File: config.mk
export PLATFORM = sky130hd
export DESIGN_NAME = cap_top
export DESIGN_NICKNAME = d
export VERILOG_FILES = /design/src/logic/cap_pkg.sv /design/src/logic/cap_cmp_unit.sv /design/src/logic/cap_top.sv
export VERILOG_INCLUDE_DIRS = /design/src /design/src/logic
export SDC_FILE = /design/constraint.sdc
export NUM_CORES = 1
export LEC_CHECK = 0
export BUFFER_PORTS_ARGS = -buffer_cell sky130_fd_sc_hd__buf_2
export CORE_MARGIN = 2
export CORE_UTILIZATION = 50
export CTS_BUF_LIST = sky130_fd_sc_hd__clkbuf_4
export CTS_CLUSTER_DIAMETER = 120
export DETAILED_ROUTE_END_ITERATION = 8
export MAX_ROUTING_LAYER = met4
export PLACE_DENSITY_LB_ADDON = 0.05
export SYNTH_ARGS = -nofsm -noshare
export SYNTH_HDL_FRONTEND = slang
export SYNTH_SLANG_ARGS = --single-unit
File: constraint.sdc
create_clock -name clk_in -period 4.65 [get_ports clk_in]
set_clock_uncertainty 0.1 [all_clocks]
set_input_delay 0.465 -clock clk_in [delete_from_list [all_inputs] [get_ports clk_in]]
set_output_delay 0.465 -clock clk_in [all_outputs]
set_load 0.05 [all_outputs]
File: src/logic/cap_regs.svh
/*
  register indexes, field positions, reset values and the duty wrap point of
  the counter array compare block.
  assumes: included by bare name after the package; definitions only.
*/
`ifndef CAP_REGS_SVH
`define CAP_REGS_SVH

// ----------------------------------------------------------------------
// register indexes (byte address is four times the index)
// ----------------------------------------------------------------------
`define CAP_IDX_CTRL     10'h0_0D8
`define CAP_IDX_WDOG     10'h0_0D9
`define CAP_IDX_MODE0    10'h0_0DA
`define CAP_IDX_CNT_LO   10'h0_0E9
`define CAP_IDX_CMP_LO0  10'h0_0EA
`define CAP_IDX_CNT_HI   10'h0_0F9
`define CAP_IDX_CMP_HI0  10'h0_0FA

// ----------------------------------------------------------------------
// field positions
// ----------------------------------------------------------------------
`define CAP_MODE_IRQ_EN  0
`define CAP_MODE_PWM     1
`define CAP_MODE_TOG     2
`define CAP_MODE_MAT     3
`define CAP_MODE_COMPARE_ENABLE    6
`define CAP_MODE_W       7
`define CAP_CTRL_RUN     6
`define CAP_WDOG_EN      6

// ----------------------------------------------------------------------
// reset values and duty wrap point
// ----------------------------------------------------------------------
`define CAP_RST_BYTE     8'h00
`define CAP_RST_MODE     7'h00
`define CAP_RST_CNT      16'h0000
`define CAP_DUTY_WRAP    8'hFF

`endif

File: src/logic/cap_pkg.sv
/*
  types shared by the counter array compare block.
  assumes: compiled before every module of the block.
*/
package cap_pkg;
  // one register byte
  typedef logic [7:0] cap_byte_t;
  // what a module does with a compare match
  typedef enum {CAP_FN_IDLE, CAP_FN_TIMER, CAP_FN_HSO, CAP_FN_PWM} cap_func_t;
endpackage

File: src/logic/cap_cmp_unit.sv
/*
  one compare module: 16-bit match, toggling output and 8-bit pwm with
  buffered duty.
  assumes: counter and compare values come from the owner's registers,
  tick marks the cycle in which the shared counter steps.
*/
`timescale 1ns/10ps
`include "cap_regs.svh"
module cap_cmp_unit
  import cap_pkg::*;
(
  input  wire logic        clk_in,        // system clock
  input  wire logic        sys_rst_in,    // synchronous reset, high
  input  wire logic        tick_in,       // counter steps this cycle
  input  wire logic [15:0] count_in,      // shared counter value
  input  wire logic [15:0] compare_in,    // {high, low} compare bytes
  input  wire logic        compare_enable_in,       // compare_enable
  input  wire logic        mat_in,        // match_flag_enable
  input  wire logic        tog_in,        // toggle_enable
  input  wire logic        pwm_in,        // pwm mode bit
  output logic             match_out,     // one-cycle match pulse
  output logic             pin_out        // module_io_pin level
);

  // ----------------------------------------------------------------------
  // mode decode and match
  // ----------------------------------------------------------------------
  cap_func_t fn;           // current function
  logic      pin_q;        // registered pin level
  logic      pin_d;
  cap_byte_t duty_q;       // active duty byte
  cap_byte_t duty_d;

  always_comb begin
    if (compare_enable_in && pwm_in) begin
      fn = CAP_FN_PWM;
    end else if (compare_enable_in && mat_in && tog_in) begin
      fn = CAP_FN_HSO;
    end else if (compare_enable_in && mat_in) begin
      fn = CAP_FN_TIMER;
    end else begin
      fn = CAP_FN_IDLE;
    end
  end

  // full equality, only in a counting cycle
  assign match_out = tick_in && compare_enable_in && (count_in == compare_in);

  // ----------------------------------------------------------------------
  // pin and duty next values
  // ----------------------------------------------------------------------
  always_comb begin
    pin_d  = pin_q;
    duty_d = duty_q;
    // reload on low byte wrap keeps the duty glitch free
    if (tick_in && count_in[7:0] == `CAP_DUTY_WRAP) begin
      duty_d = compare_in[15:8];
    end
    case (fn)
      // low below duty, high at or above
      CAP_FN_PWM: begin
        pin_d = (count_in[7:0] >= duty_q);
      end
      // invert on every match
      CAP_FN_HSO: begin
        if (match_out) begin
          pin_d = ~pin_q;
        end
      end
      default: begin
        pin_d = pin_q;   // pin holds its last level
      end
    endcase
  end

  always_ff @(posedge clk_in) begin
    if (sys_rst_in) begin
      pin_q  <= 1'b0;
      duty_q <= `CAP_RST_BYTE;
    end else begin
      pin_q  <= pin_d;
      duty_q <= duty_d;
    end
  end

  assign pin_out = pin_q;
endmodule

File: src/logic/cap_top.sv
/*
  counter array compare block: shared 16-bit counter, five compare
  modules with timer, toggle and pwm functions, watchdog on module 4,
  apb register slave.
  assumes: one clock, apb master with synchronous signals, the reset
  request output goes to the device reset controller.
*/
// Functional notes
// - timer mode needs compare and match enables
// - interrupt needs event flag and irq enable
// - writing high compare byte sets compare enable
// - writing low byte clears enabled compare enable
// - toggle mode inverts pin on every match
// - all pwm modules share one counter frequency
// - pwm low below duty, high otherwise
// - duty reloads from high byte at wrap
// - pwm needs pwm bit and compare enable
// - only module four has watchdog function
// - watchdog match issues internal reset request
// - watchdog reset stays internal, no pin
// - clearing watchdog enable prevents the reset
// - match sets sticky flag, software clears it
`timescale 1ns/10ps
`include "cap_regs.svh"
module cap_top
  import cap_pkg::*;
#(
  parameter int NUM_MOD = 5,   // compare modules
  parameter int WDOG_MOD = 4   // module with watchdog function
) (
  input  wire logic                clk_in,           // 25 MHz system clock
  input  wire logic                sys_rst_in,       // synchronous reset
  input  wire logic                psel_in,          // apb select
  input  wire logic                penable_in,       // apb enable
  input  wire logic                pwrite_in,        // apb direction
  input  wire logic [11:0]         paddr_in,         // apb byte address
  input  wire logic [31:0]         pwdata_in,        // apb write data
  output logic      [31:0]         prdata_out,       // apb read data
  output logic                     pready_out,       // apb ready
  output logic                     pslverr_out,      // apb error
  output logic      [NUM_MOD-1:0]  module_io_pin_out, // module pins
  output logic                     irq_out,          // interrupt request
  output logic                     wdog_reset_out    // internal reset request
);

  // ----------------------------------------------------------------------
  // state
  // ----------------------------------------------------------------------
  logic [`CAP_MODE_W-1:0] mode_q [NUM_MOD];   // module_mode_reg
  logic [`CAP_MODE_W-1:0] mode_d [NUM_MOD];
  cap_byte_t              lo_q   [NUM_MOD];   // compare_value_low
  cap_byte_t              lo_d   [NUM_MOD];
  cap_byte_t              hi_q   [NUM_MOD];   // compare_value_high
  cap_byte_t              hi_d   [NUM_MOD];
  logic [NUM_MOD-1:0]     flag_q;             // module_event_flag
  logic [NUM_MOD-1:0]     flag_d;
  logic [15:0]            cnt_q;              // shared counter
  logic [15:0]            cnt_d;
  logic                   run_q;              // counter runs
  logic                   run_d;
  logic                   wdog_en_q;          // watchdog_enable
  logic                   wdog_en_d;
  logic                   wdog_rst_q;         // reset request pulse
  logic                   wdog_rst_d;
  logic [31:0]            rdata_q;            // read data, loaded in setup
  logic [31:0]            rdata_d;
  logic [NUM_MOD-1:0]     match;              // per-module match pulses
  logic [NUM_MOD-1:0]     pin;                // per-module pin levels

  // ----------------------------------------------------------------------
  // apb decode
  // ----------------------------------------------------------------------
  logic       setup;      // setup phase
  logic       access;     // access phase
  logic       wr;         // write takes effect this edge
  logic [9:0] idx;        // register index
  logic       hit;        // address maps to a register

  assign setup  = psel_in && !penable_in;
  assign access = psel_in && penable_in;
  assign wr     = access && pwrite_in;
  assign idx    = paddr_in[11:2];

  // module-indexed windows are checked by range
  function automatic logic in_win(input logic [9:0] a, input logic [9:0] base);
    in_win = (a >= base) && (a < base + 10'(NUM_MOD));
  endfunction

  always_comb begin
    hit = in_win(idx, `CAP_IDX_MODE0) || in_win(idx, `CAP_IDX_CMP_LO0) ||
          in_win(idx, `CAP_IDX_CMP_HI0) || idx == `CAP_IDX_CTRL ||
          idx == `CAP_IDX_WDOG || idx == `CAP_IDX_CNT_LO ||
          idx == `CAP_IDX_CNT_HI;
  end

  // zero-wait slave; an unmapped address answers with an error
  assign pready_out  = 1'b1;
  assign pslverr_out = access && !hit;

  // ----------------------------------------------------------------------
  // compare modules
  // ----------------------------------------------------------------------
  // one counter feeds every module, so pwm frequency is common
  for (genvar n = 0; n < NUM_MOD; n++) begin : g_mod
    cap_cmp_unit u_unit (
      .clk_in     (clk_in),
      .sys_rst_in (sys_rst_in),
      .tick_in    (run_q),
      .count_in   (cnt_q),
      .compare_in ({hi_q[n], lo_q[n]}),
      .compare_enable_in    (mode_q[n][`CAP_MODE_COMPARE_ENABLE]),
      .mat_in     (mode_q[n][`CAP_MODE_MAT]),
      .tog_in     (mode_q[n][`CAP_MODE_TOG]),
      .pwm_in     (mode_q[n][`CAP_MODE_PWM]),
      .match_out  (match[n]),
      .pin_out    (pin[n])
    );
  end

  // ----------------------------------------------------------------------
  // register next values
  // ----------------------------------------------------------------------
  always_comb begin
    run_d     = run_q;
    wdog_en_d = wdog_en_q;
    flag_d    = flag_q;
    // counter steps every cycle while running
    cnt_d     = run_q ? cnt_q + 16'h0001 : cnt_q;
    for (int n = 0; n < NUM_MOD; n++) begin
      mode_d[n] = mode_q[n];
      lo_d[n]   = lo_q[n];
      hi_d[n]   = hi_q[n];
      if (wr && idx == `CAP_IDX_MODE0 + 10'(n)) begin
        // compare enable stays writable here as well
        mode_d[n] = pwdata_in[`CAP_MODE_W-1:0];
      end
      if (wr && idx == `CAP_IDX_CMP_LO0 + 10'(n)) begin
        lo_d[n] = pwdata_in[7:0];
        // stop matches while the value is half written
        if (mode_q[n][`CAP_MODE_COMPARE_ENABLE]) begin
          mode_d[n][`CAP_MODE_COMPARE_ENABLE] = 1'b0;
        end
      end
      if (wr && idx == `CAP_IDX_CMP_HI0 + 10'(n)) begin
        hi_d[n] = pwdata_in[7:0];
        mode_d[n][`CAP_MODE_COMPARE_ENABLE] = 1'b1;
      end
    end
    if (wr && idx == `CAP_IDX_CTRL) begin
      run_d  = pwdata_in[`CAP_CTRL_RUN];
      flag_d = pwdata_in[NUM_MOD-1:0];      // software clears flags
    end
    if (wr && idx == `CAP_IDX_WDOG) begin
      wdog_en_d = pwdata_in[`CAP_WDOG_EN];  // clear to hold off
    end
    if (wr && idx == `CAP_IDX_CNT_LO) begin
      cnt_d[7:0] = pwdata_in[7:0];
    end
    if (wr && idx == `CAP_IDX_CNT_HI) begin
      cnt_d[15:8] = pwdata_in[7:0];
    end
    // match sets the flag and wins over a clear
    for (int n = 0; n < NUM_MOD; n++) begin
      if (match[n] && mode_q[n][`CAP_MODE_MAT]) begin
        flag_d[n] = 1'b1;
      end
    end
    // only the watchdog module may request a reset
    wdog_rst_d = wdog_en_q && match[WDOG_MOD];
  end

  // ----------------------------------------------------------------------
  // read data, captured in the setup phase
  // ----------------------------------------------------------------------
  always_comb begin
    rdata_d = rdata_q;
    if (setup) begin
      rdata_d = 32'h0000_0000;
      for (int n = 0; n < NUM_MOD; n++) begin
        if (idx == `CAP_IDX_MODE0 + 10'(n)) begin
          rdata_d[`CAP_MODE_W-1:0] = mode_q[n];
        end
        if (idx == `CAP_IDX_CMP_LO0 + 10'(n)) begin
          rdata_d[7:0] = lo_q[n];
        end
        if (idx == `CAP_IDX_CMP_HI0 + 10'(n)) begin
          rdata_d[7:0] = hi_q[n];
        end
      end
      if (idx == `CAP_IDX_CTRL) begin
        rdata_d[NUM_MOD-1:0]    = flag_q;
        rdata_d[`CAP_CTRL_RUN]  = run_q;
      end
      if (idx == `CAP_IDX_WDOG) begin
        rdata_d[`CAP_WDOG_EN] = wdog_en_q;
      end
      if (idx == `CAP_IDX_CNT_LO) begin
        rdata_d[7:0] = cnt_q[7:0];
      end
      if (idx == `CAP_IDX_CNT_HI) begin
        rdata_d[7:0] = cnt_q[15:8];
      end
    end
  end

  // ----------------------------------------------------------------------
  // registers
  // ----------------------------------------------------------------------
  always_ff @(posedge clk_in) begin
    if (sys_rst_in) begin
      for (int n = 0; n < NUM_MOD; n++) begin
        mode_q[n] <= `CAP_RST_MODE;
        lo_q[n]   <= `CAP_RST_BYTE;
        hi_q[n]   <= `CAP_RST_BYTE;
      end
      flag_q     <= '0;
      cnt_q      <= `CAP_RST_CNT;
      run_q      <= 1'b0;
      wdog_en_q  <= 1'b0;
      wdog_rst_q <= 1'b0;
      rdata_q    <= 32'h0000_0000;
    end else begin
      mode_q     <= mode_d;
      lo_q       <= lo_d;
      hi_q       <= hi_d;
      flag_q     <= flag_d;
      cnt_q      <= cnt_d;
      run_q      <= run_d;
      wdog_en_q  <= wdog_en_d;
      wdog_rst_q <= wdog_rst_d;
      rdata_q    <= rdata_d;
    end
  end

  // ----------------------------------------------------------------------
  // outputs
  // ----------------------------------------------------------------------
  logic [NUM_MOD-1:0] irq_en;   // module_irq_enable bits
  always_comb begin
    for (int n = 0; n < NUM_MOD; n++) begin
      irq_en[n] = mode_q[n][`CAP_MODE_IRQ_EN];
    end
  end

  // flag and enable both needed
  assign irq_out           = |(flag_q & irq_en);
  // internal request only; no reset pin is driven
  assign wdog_reset_out    = wdog_rst_q;
  assign module_io_pin_out = pin;
  assign prdata_out        = rdata_q;
endmodule
==> results.cfg, run 1 <==
[grt]
grt_remaining_overflow = 0
grt_pass1_wl_mm = 58.2
grt_usage = 0.330
grt_max_degree = 108
grt_pass1_vias = 9329
antenna_found_initial = 1

[timing]
fin_crit_sh = 0.629
setup_viol_count_final = 0
rsz0062_at_grt = false
fin_tns_setup_ns = 0
finalHoldViolCount = 0
max_slew.worst_pin.slew_ns = 1.06
fmax_mhz = 342
period_needed_ns = 2.92
max-slew-margin-rel = 0.290
slew_viol_final = 0

[cells_and_area]
fin_util = 0.531
multi_input_area_um2 = 6870
regArea_um2 = 3840
drive_above_1_share = 0.0868
final_common_cell = dfxtp_1
fin_cells = 1704
syn_to_final_growth_pct = 4.13
nFillCells = 2239
layout_common_cells = 192 x dfxtp_1, 176 x nand2_1, 170 x nor2_1, 101 x mux2i_1, 101 x a21oi_1
nNetsFinal = 1494

[floorplan]
die-area_um2 = 24300
coreArea_um2 = 22600
pin_count = 90
start_util = 0.510
die_w_um = 156
row_count = 55
die_h_um = 156

[detailed_routing]
drtIter0Drc = 966
dr.pass1.iters = 5
final_antenna_net_count = 0
wl_mm = 38.7
drcViolationCount = 0
vias_per_cell = 6.11
wire_per_inst_um = 22.7
vias = 10400

[clocking]
clockBufferDepth = 2
htreeDepth = 4
post_cts_buffers = 0
cts_buffers = 17
clk_pin_slew_ns = 0.17
cts.sinks = 192
postCtsHoldBufs = 0
clk_root_buffer_cell = clkbuf_4
cts_resized = 0
cts_tree = yes
insertion_delay_ns = 0.63

[critical_path]
arrival_ns = 3.31
critPathMaxFanout = 24
crit_type = reg -> reg
endpoint_kind = flip-flop
cp.required_ns = 5.03
start_kind = flip-flop

[placed_design]
gp_congestion = 0.948
io_buffers = 38
placed_cells = 1670
place_hpwl_mm = 25.6

[power]
swShare = 0.280
switchingPower_w = 0.000852
ir_drop_v = 0.000165
p_leak_nw = 4.49
p_int_w = 0.00219
power_frac_clock = 0.377
power_density_nw_per_um2 = 253
p_seq_frac = 0.541
p_comb_frac = 0.081

[yosys]
async_flop_share = 0
synth_seq_cells = 192
synth_cells = 1441
yosysUniqueCellTypes = 68
syn_avg_cell_area_um2 = 8.01
synth_area_um2 = 11500
synth_edf_count = 0
ys_seq_area_frac = 0.333
yosysWarnings = 0
yosys_most_used_dff = dfxtp_1

[job]
cap_violations = 0

[worst_hold_path]
hp-class = in -> reg

[status]
status = completed
## cells in the mapped netlist (4+ instances only)
library cell / count / share of area
dfxtp_1: 192 / 0.33
nand2_1: 176 / 0.057
nor2_1: 170 / 0.055
a21oi_1: 101 / 0.044
mux2i_1: 101 / 0.088
o21ai_0: 66 / 0.029
xor2_1: 61 / 0.046
clkbuf_1: 60 / 0.020
inv_1: 51 / 0.017
buf_2: 42 / 0.018
ha_1: 41 / 0.044
xnor2_1: 34 / 0.026
buf_4: 32 / 0.021
nand3_1: 31 / 0.013
a211oi_1: 22 / 0.014
nor3_1: 22 / 0.0095
nor4_1: 19 / 0.010
nand2b_1: 14 / 0.0076
nand4_1: 14 / 0.0076
a221oi_1: 13 / 0.0099
a21o_1: 11 / 0.0072
nor2b_1: 9 / 0.0049
o31ai_1: 9 / 0.0059
o211ai_1: 8 / 0.0052
o22ai_1: 8 / 0.0043
o32ai_1: 8 / 0.0061
a32oi_1: 7 / 0.0053
nand4b_1: 7 / 0.0053
a22oi_1: 6 / 0.0039
a2bb2oi_1: 6 / 0.0046
o21a_1: 6 / 0.0039
or3_1: 6 / 0.0033
a222oi_1: 5 / 0.0043
o41ai_1: 5 / 0.0038
a221oi_2: 4 / 0.0052
and3_1: 4 / 0.0022
buf_1: 4 / 0.0013
buf_6: 4 / 0.0039
nor2_2: 4 / 0.0022
o21bai_1: 4 / 0.0026
or4_4: 4 / 0.0039
## per-stage QoR
step / power, W / cell area, µm² / setup slack, ns / hold slack (ns)
final: 0.00304 / 12000 / 1.73 / 0.183
after global routing: 0.00313 / 12000 / 1.43 / 0.213
after global placement: 0.00192 / 11600 / 1.43 / 0.343
after floorplan: 0.00187 / 11600 / 1.82 / 0.333
after detailed placement: 0.00192 / 11600 / 1.45 / 0.347
after CTS: 0.00306 / 12000 / 1.68 / 0.198
## worst max-delay path, cell delays in order (launching register included)
cell     delay [ns]
dfxtp_1        0.34
buf_4          0.32
ha_1           0.23
nand4_1        0.17
nor2_1         0.36
nand3_1        0.59
buf_4          0.47
nand2_1        0.11
a21oi_1        0.06
## registers in the layout, summed over array words and instances, names as in the netlist
| signal | count |
|---|---|
| run_q | 1 |
| wdog_en_q | 1 |
| g_mod.u_unit.pin_out | 5 |
| prdata_out | 8 |
| cnt_q | 16 |
| g_mod.u_unit.duty_q | 40 |
| hi_q | 40 |
| mode_q | 30 |
| lo_q | 40 |
| flag_q | 5 |
| wdog_reset_out | 1 |
| irq_en | 5 |
## final timing paths
| check | from | end | slack [ns] | depth (start not counted) |
|---|---|---|---|---|
| min | sys_rst_in | mode_q[2] | 0.18 | 2 |
| max reg2reg | cnt_q[1] | g_mod[3].u_unit.duty_q[3] | 1.73 | 8 |
| max | cnt_q[1] | g_mod[3].u_unit.duty_q[3] | 1.73 | 8 |
| min reg2reg | g_mod[3].u_unit.duty_q[1] | g_mod[3].u_unit.duty_q[1] | 0.36 | 2 |
## kinds of logic after synthesis
| kind of cell | count (synthesis) | share of synthesized area |
|---|---|---|
| muxes | 103 | 0.0895 |
| other | 2 | 0.000651 |
| and+or+nand+nor | 510 | 0.209 |
| buffers and inverters | 194 | 0.0808 |
| xor gates and xnor gates | 95 | 0.0721 |
| adders and majority gates | 41 | 0.0444 |
| AOI/OAI and AO/OA | 304 | 0.170 |
| DFF | 192 | 0.333 |
## layer usage
metal | routed length [µm] | global-route usage
met1 | 17100 | 0.441
met2 | 17100 | 0.501
met3 | 3120 | 0.0550
met4 | 1420 | 0.129
met5 | 0 | -
## power by group through the flow
stage / Sequential, W / Clock, W / Combinational [W]
after CTS: 0.00165 / 0.00117 / 0.000241
after global routing: 0.00165 / 0.00122 / 0.000260
after floorplan: 0.00168 / 0 / 0.000190
after detailed placement: 0.00168 / 0 / 0.000241
final: 0.00165 / 0.00115 / 0.000247
after global placement: 0.00168 / 0 / 0.000240
## area by class of cell
cell class | instances | share of cell area
multi-input cells | 1078 | 0.571
flip-flops and latches | 192 | 0.320
repair buffers | 64 | 0.0326
well taps | 285 | 0.0297
clock inverters | 14 | 0.0189
inverters | 51 | 0.0159
clock buffers | 18 | 0.0112
diodes | 2 | 0.000416
No activity file was read; power rests on OpenSTA's default activity.
==> inputs of run 2 (changes only) <==
==> constraint.sdc (replaced) <==
create_clock -name clk_in -period 2.65 [get_ports clk_in]
set_clock_uncertainty 0.1 [all_clocks]
set_input_delay 0.265 -clock clk_in [delete_from_list [all_inputs] [get_ports clk_in]]
set_output_delay 0.265 -clock clk_in [all_outputs]
set_load 0.05 [all_outputs]
==> run 2 against run 1 <==
Global-route usage rose by 2.7 points. Combinational power rose by 92%. Wire length rose by 8.1%. Via count rose by 4.2%. Final area rose by 4.2%. Largest cell class unchanged. Highest routed layer unchanged. Utilization rose by 2.2 points. Critical path depth rose by 2. Flip-flop and latch count did not move. Count of clock-buffer cells in the layout did not move.
==> results.cfg, run 2 (synthesis gave the netlist of run 1 again) <==
[detailed_routing]
vias_per_cell = 6.11
dr.pass1.iters = 5
wl_mm = 41.8
drcViolationCount = 0
drtIter0Drc = 1095
vias = 10800
wire_per_inst_um = 23.5
final_antenna_net_count = 0

[critical_path]
reg2reg_slack_ns = 0.11
path_cells = buf_4 > clkinvlp_4 > ha_1 > nor2b_1 > o21ai_0 > a211oi_2 > buf_4 > nand3_1 > a221oi_1 > nor3_1
cp.required_ns = 3.04
timing.rr.start = cnt_q[0]
arrival_ns = 2.93
crit_path_frequent_cell = buf_4
crit_family = compound AO/OA/AOI/OAI gates
critPathMaxFanout = 5
path_depth = 10
slowest_delay_ns = 0.37
endpoint = g_mod[4].u_unit.pin_out
worst_path_max_delay_cell = dfxtp_1
crit_path_start = cnt_q[0]
crit_buf_inv = 3
rr_worst_depth = 10
worstReg2RegEnd = g_mod[4].u_unit.pin_out
endpoint_kind = flip-flop
crit_type = reg -> reg
start_kind = flip-flop

[worst_hold_path]
hp-class = in -> reg

[clocking]
cts.sinks = 192
clk_root_buffer_cell = clkbuf_4
htreeDepth = 4
insertion_delay_ns = 0.61
clockBufferDepth = 2
cts_tree = yes
cts_buffers = 17
clk_pin_slew_ns = 0.18
post_cts_buffers = 0

[cells_and_area]
top_regs = g_mod.u_unit.duty_q: 40 flops, hi_q: 40 flops, lo_q: 40 flops
fin_util = 0.553
layout_common_cells = 192 x dfxtp_1, 176 x nand2_1, 170 x nor2_1, 101 x mux2i_1, 101 x a21oi_1
drive_above_1_share = 0.132
final_common_cell = dfxtp_1
fin_cells = 1776
syn_to_final_growth_pct = 8.48
nNetsFinal = 1567

[job]
cap_violations = 0

[grt]
grt_busiest_layer = met2
grt_use_met2 = 0.562
grt_max_degree = 90
grt_remaining_overflow = 0
grtUsageMet3 = 0.0500
grt_usage = 0.357
grt_pass1_wl_mm = 62.4
antenna_found_initial = 1
grt_pass1_vias = 9934
met1_usage = 0.471

[power]
p_comb_frac = 0.095
p_leak_nw = 4.83
power_frac_clock = 0.322
p_seq_frac = 0.582
power_density_nw_per_um2 = 397
swShare = 0.313
switchingPower_w = 0.00156
p_int_w = 0.00341
ir_drop_v = 0.000305

[placed_design]
place_hpwl_mm = 29.5
gp_congestion = 0.993
placed_cells = 1741
io_buffers = 38

[timing]
setup_viol_count_final = 0
max_slew.worst_pin.slew_ns = 1.02
rsz0062_at_grt = true
finalHoldViolCount = 0
period_needed_ns = 2.54
fmax_mhz = 393
slew_viol_final = 0
max-slew-margin-rel = 0.320
fin_crit_sh = 0.960

[floorplan]
die_h_um = 156
pin_count = 90
die-area_um2 = 24300
row_count = 55
die_w_um = 156
coreArea_um2 = 22600
start_util = 0.510

[status]
status = completed
## run 2: cell count changes in the layout (fill, tap and decap cells not counted), sizes merged
cell         before  now
clkinv            3    7
bufinv            5    0
dlygate4sd3       0    2
clkinvlp          1    2
diode             2    1
buf              64  135
## run 2: per-stage QoR
| step | hold WS, ns | power, W | setup TNS [ns] | setup WS, ns | cell area [µm²] |
|---|---|---|---|---|---|
| floorplan | 0.333 | 0.00329 | 0 | 0.220 | 11600 |
| detailed placement | 0.347 | 0.00341 | 0 | 0.0593 | 12200 |
| global route | 0.0226 | 0.00511 | -0.00740 | -0.00740 | 12500 |
| global placement | 0.343 | 0.00341 | 0 | 0.0791 | 12200 |
| finish | 0.0575 | 0.00497 | 0 | 0.105 | 12500 |
| CTS | 0.0428 | 0.00497 | 0 | 0.0260 | 12500 |
## run 2: area by class of cell
cell class                 instances  area (µm²)
timing repair buffer             137         982
clock buffer                      18         135
multi-input combinational       1078        6880
inverter                          51         195
tap                              285         357
clock inverter                    14         126
antenna                            1        2.50
fill                            2210       10100
sequential                       192        3840
## run 2: tightest hold or removal path: cells and delay by family
family,cells,cell delay (ns)
buffers and inverters,1,0.30
AND/OR/NAND/NOR,1,0.13
AO/OA/AOI/OAI,1,0.05
## run 2: power by group through the flow
stage	logic, W	registers, W	clock network [W]
5_1_grt	0.000496	0.00289	0.00172
3_5_place_dp	0.000456	0.00295	0
2_1_floorplan	0.000333	0.00296	0
3_3_place_gp	0.000457	0.00295	0
4_1_cts	0.000460	0.00289	0.00162
6_report	0.000474	0.00289	0.00160
## run 2: metal layers
metal | vias up | share of wire
met5 | - | 0
met4 | 0 | 0.039
met3 | 108 | 0.069
met2 | 480 | 0.46
met1 | 5211 | 0.43
li1 | 5045 | -
## run 2: timing repair
action	4_1_cts	5_1_grt
hold endpoints to repair	48	0
hold buffers	2	0
gates resized for setup	0	3
endpoints found under the setup margin	0	1
## run 2: worst min-delay path by stage
stage,cells after the start,slack [ns],end,start
final,3,0.06,hi_q[6],pwdata_in[6]
after detailed placement,2,0.35,g_mod[0].u_unit.duty_q[3],g_mod[0].u_unit.duty_q[3]
after floorplan,2,0.33,mode_q[32],mode_q[32]
after CTS,3,0.04,hi_q[6],pwdata_in[6]
after global routing,3,0.02,hi_q[6],pwdata_in[6]
after global placement,2,0.34,mode_q[32],mode_q[32]
==> inputs of run 3 (changes only) <==
--- a/config.mk
+++ b/config.mk
@@ -9,7 +9,7 @@
 export BUFFER_PORTS_ARGS = -buffer_cell sky130_fd_sc_hd__buf_2
 export CORE_MARGIN = 2
 export CORE_UTILIZATION = 50
-export CTS_BUF_LIST = sky130_fd_sc_hd__clkbuf_4
+export CTS_BUF_LIST = sky130_fd_sc_hd__clkbuf_4 sky130_fd_sc_hd__clkbuf_8 sky130_fd_sc_hd__clkbuf_16
 export CTS_CLUSTER_DIAMETER = 120
 export DETAILED_ROUTE_END_ITERATION = 8
 export MAX_ROUTING_LAYER = met4
==> run 3 against run 2 <==
Sequential share of layout area is 0.71 points lower. Global-route usage increased by 0.27 points. Cell count fell by 0.11%. Combinational power about the same. Power rose by 21%. Wire length up 0.10%. Setup slack better by 0.011 ns. Count of clock-buffer cells in the layout increased by 2. First-iteration DRC count is 9.8% lower. Critical endpoint is now g_mod[2].u_unit.pin_out. Largest cell class unchanged. Highest routed layer unchanged.
==> results.cfg, run 3 (synthesis gave the netlist of run 1 again) <==
[status]
status = completed

[timing]
slew_viol_final = 0
rsz0062_at_grt = false
period_needed_ns = 2.53
fin_tns_setup_ns = 0
setup_viol_count_final = 0
fin_crit_sh = 0.956
fmax_mhz = 395
setup_slack_ns = 0.116
max_slew.worst_pin.slew_ns = 1.00
finalHoldViolCount = 0
max-slew-margin-rel = 0.330

[detailed_routing]
final_antenna_net_count = 0
vias_per_cell = 6.11
dr.pass1.iters = 5
wl_mm = 41.8
drtIter0Drc = 988
wire_per_inst_um = 23.6
drcViolationCount = 0
vias = 10800

[power]
p_int_w = 0.00429
power_frac_clock = 0.439
ir_drop_v = 0.000381
p_seq_frac = 0.482
switchingPower_w = 0.00170
swShare = 0.284
power_density_nw_per_um2 = 467
p_comb_frac = 0.079
p_leak_nw = 4.97

[placed_design]
place_hpwl_mm = 29.5
gp_congestion = 0.993
io_buffers = 38
preCtsSetupSlack_ns = 0.0593

[clocking]
clk_pin_slew_ns = 0.08
clockBufferDepth = 2
clk_root_buffer_cell = clkbuf_16
htreeDepth = 4
insertion_delay_ns = 0.46
cts.sinks = 192
cts_buffers = 17
cts_tree = yes

[grt]
grt_usage = 0.360
grt_max_degree = 90
grt_remaining_overflow = 0
grt_pass1_wl_mm = 62.6
grt_pass1_vias = 9919
antenna_found_initial = 0

[cells_and_area]
layout_common_cells = 192 x dfxtp_1, 176 x nand2_1, 170 x nor2_1, 101 x mux2i_1, 101 x a21oi_1
drive_above_1_share = 0.133
nNetsFinal = 1566
top_regs = g_mod.u_unit.duty_q: 40 flops, hi_q: 40 flops, lo_q: 40 flops
final_common_cell = dfxtp_1
syn_to_final_growth_pct = 11.0
num_antenna_cells = 0

[floorplan]
coreArea_um2 = 22600
die-area_um2 = 24300
row_count = 55
die_h_um = 156
start_util = 0.510
die_w_um = 156
pin_count = 90

[critical_path]
start_kind = flip-flop
rr_worst_depth = 6
path_cells = xor2_1 > nor4_1 > nand4_1 > or4_4 > and2_4 > a221oi_2
crit_family = simple AND/OR/NAND/NOR gates
path_depth = 6
crit_type = reg -> reg
critPathMaxFanout = 7
crit_buf_inv = 0
worst_path_max_delay_cell = dfxtp_1
slowest_delay_ns = 0.74
arrival_ns = 2.81
endpoint_kind = flip-flop
cp.required_ns = 2.93

[worst_hold_path]
hp-class = in -> reg
hold_depth = 2

[job]
cap_violations = 0
-- run 3: cell types whose count changed in the layout (fill, tap and decap cells not counted), sizes merged --
cell,delta
buf,+1
clkbuf,+2
clkinv,-2
diode,-1
dlygate4sd3,-2
-- run 3: worst register-to-register path, cell delays in order (launching register included) --
cell,delay (ns)
dfxtp_1,0.74
xor2_1,0.14
nor4_1,0.33
nand4_1,0.18
or4_4,0.60
and2_4,0.18
a221oi_2,0.21
-- run 3: path summary, 6_finish.rpt --
path | start | endpoint | slack, ns
worst max-delay path | cnt_q[3] | g_mod[2].u_unit.pin_out | 0.12
worst max register to register | cnt_q[3] | g_mod[2].u_unit.pin_out | 0.12
worst min-delay path | sys_rst_in | lo_q[6] | 0.08
worst min register to register | g_mod[0].u_unit.duty_q[4] | g_mod[0].u_unit.duty_q[4] | 0.35
-- run 3: through the flow --
| step | total power (W) | util | hold slack, ns | cell area [µm²] | instances |
|---|---|---|---|---|---|
| floorplan | 0.00329 | - | 0.333 | 11600 | 1464 |
| global placement | 0.00341 | 0.540 | 0.343 | 12200 | 1741 |
| detailed placement | 0.00341 | 0.540 | 0.347 | 12200 | 1741 |
| CTS | 0.00600 | 0.565 | 0.0829 | 12800 | 1773 |
| global route | 0.00614 | 0.566 | 0.103 | 12800 | 1774 |
| finish | 0.00599 | 0.566 | 0.0793 | 12800 | 1774 |
-- run 3: power groups by stage --
stage	Clock, W	Sequential, W	Combinational [W]
floorplan	0	0.00296	0.000333
global placement	0	0.00295	0.000457
detailed placement	0	0.00295	0.000456
CTS	0.00266	0.00288	0.000458
global route	0.00276	0.00288	0.000494
finish	0.00263	0.00288	0.000472
-- run 3: final cells by class --
class	count	area, µm²
Fill cell	2158	9820
Multi-Input combinational cell	1078	6870
Sequential cell	192	3840
Timing Repair Buffer	136	970
Clock buffer	20	460
Tap cell	285	357
Inverter	51	195
Clock inverter	12	119
-- run 3: what timing repair did --
| item | CTS | global route |
|---|---|---|
| setup buffers | 0 | 1 |
| hold buffers | 0 | 0 |
| gates resized for setup | 0 | 2 |
| endpoints found under the hold margin | 0 | 0 |
| setup endpoints to repair | 0 | 1 |
-- run 3: metal layers --
metal	up-vias	share of wire	track usage
met4	0	0.038	0.135
met1	5185	0.43	0.471
li1	5040	-	-
met3	116	0.074	0.0550
met5	-	0	-
met2	491	0.46	0.564
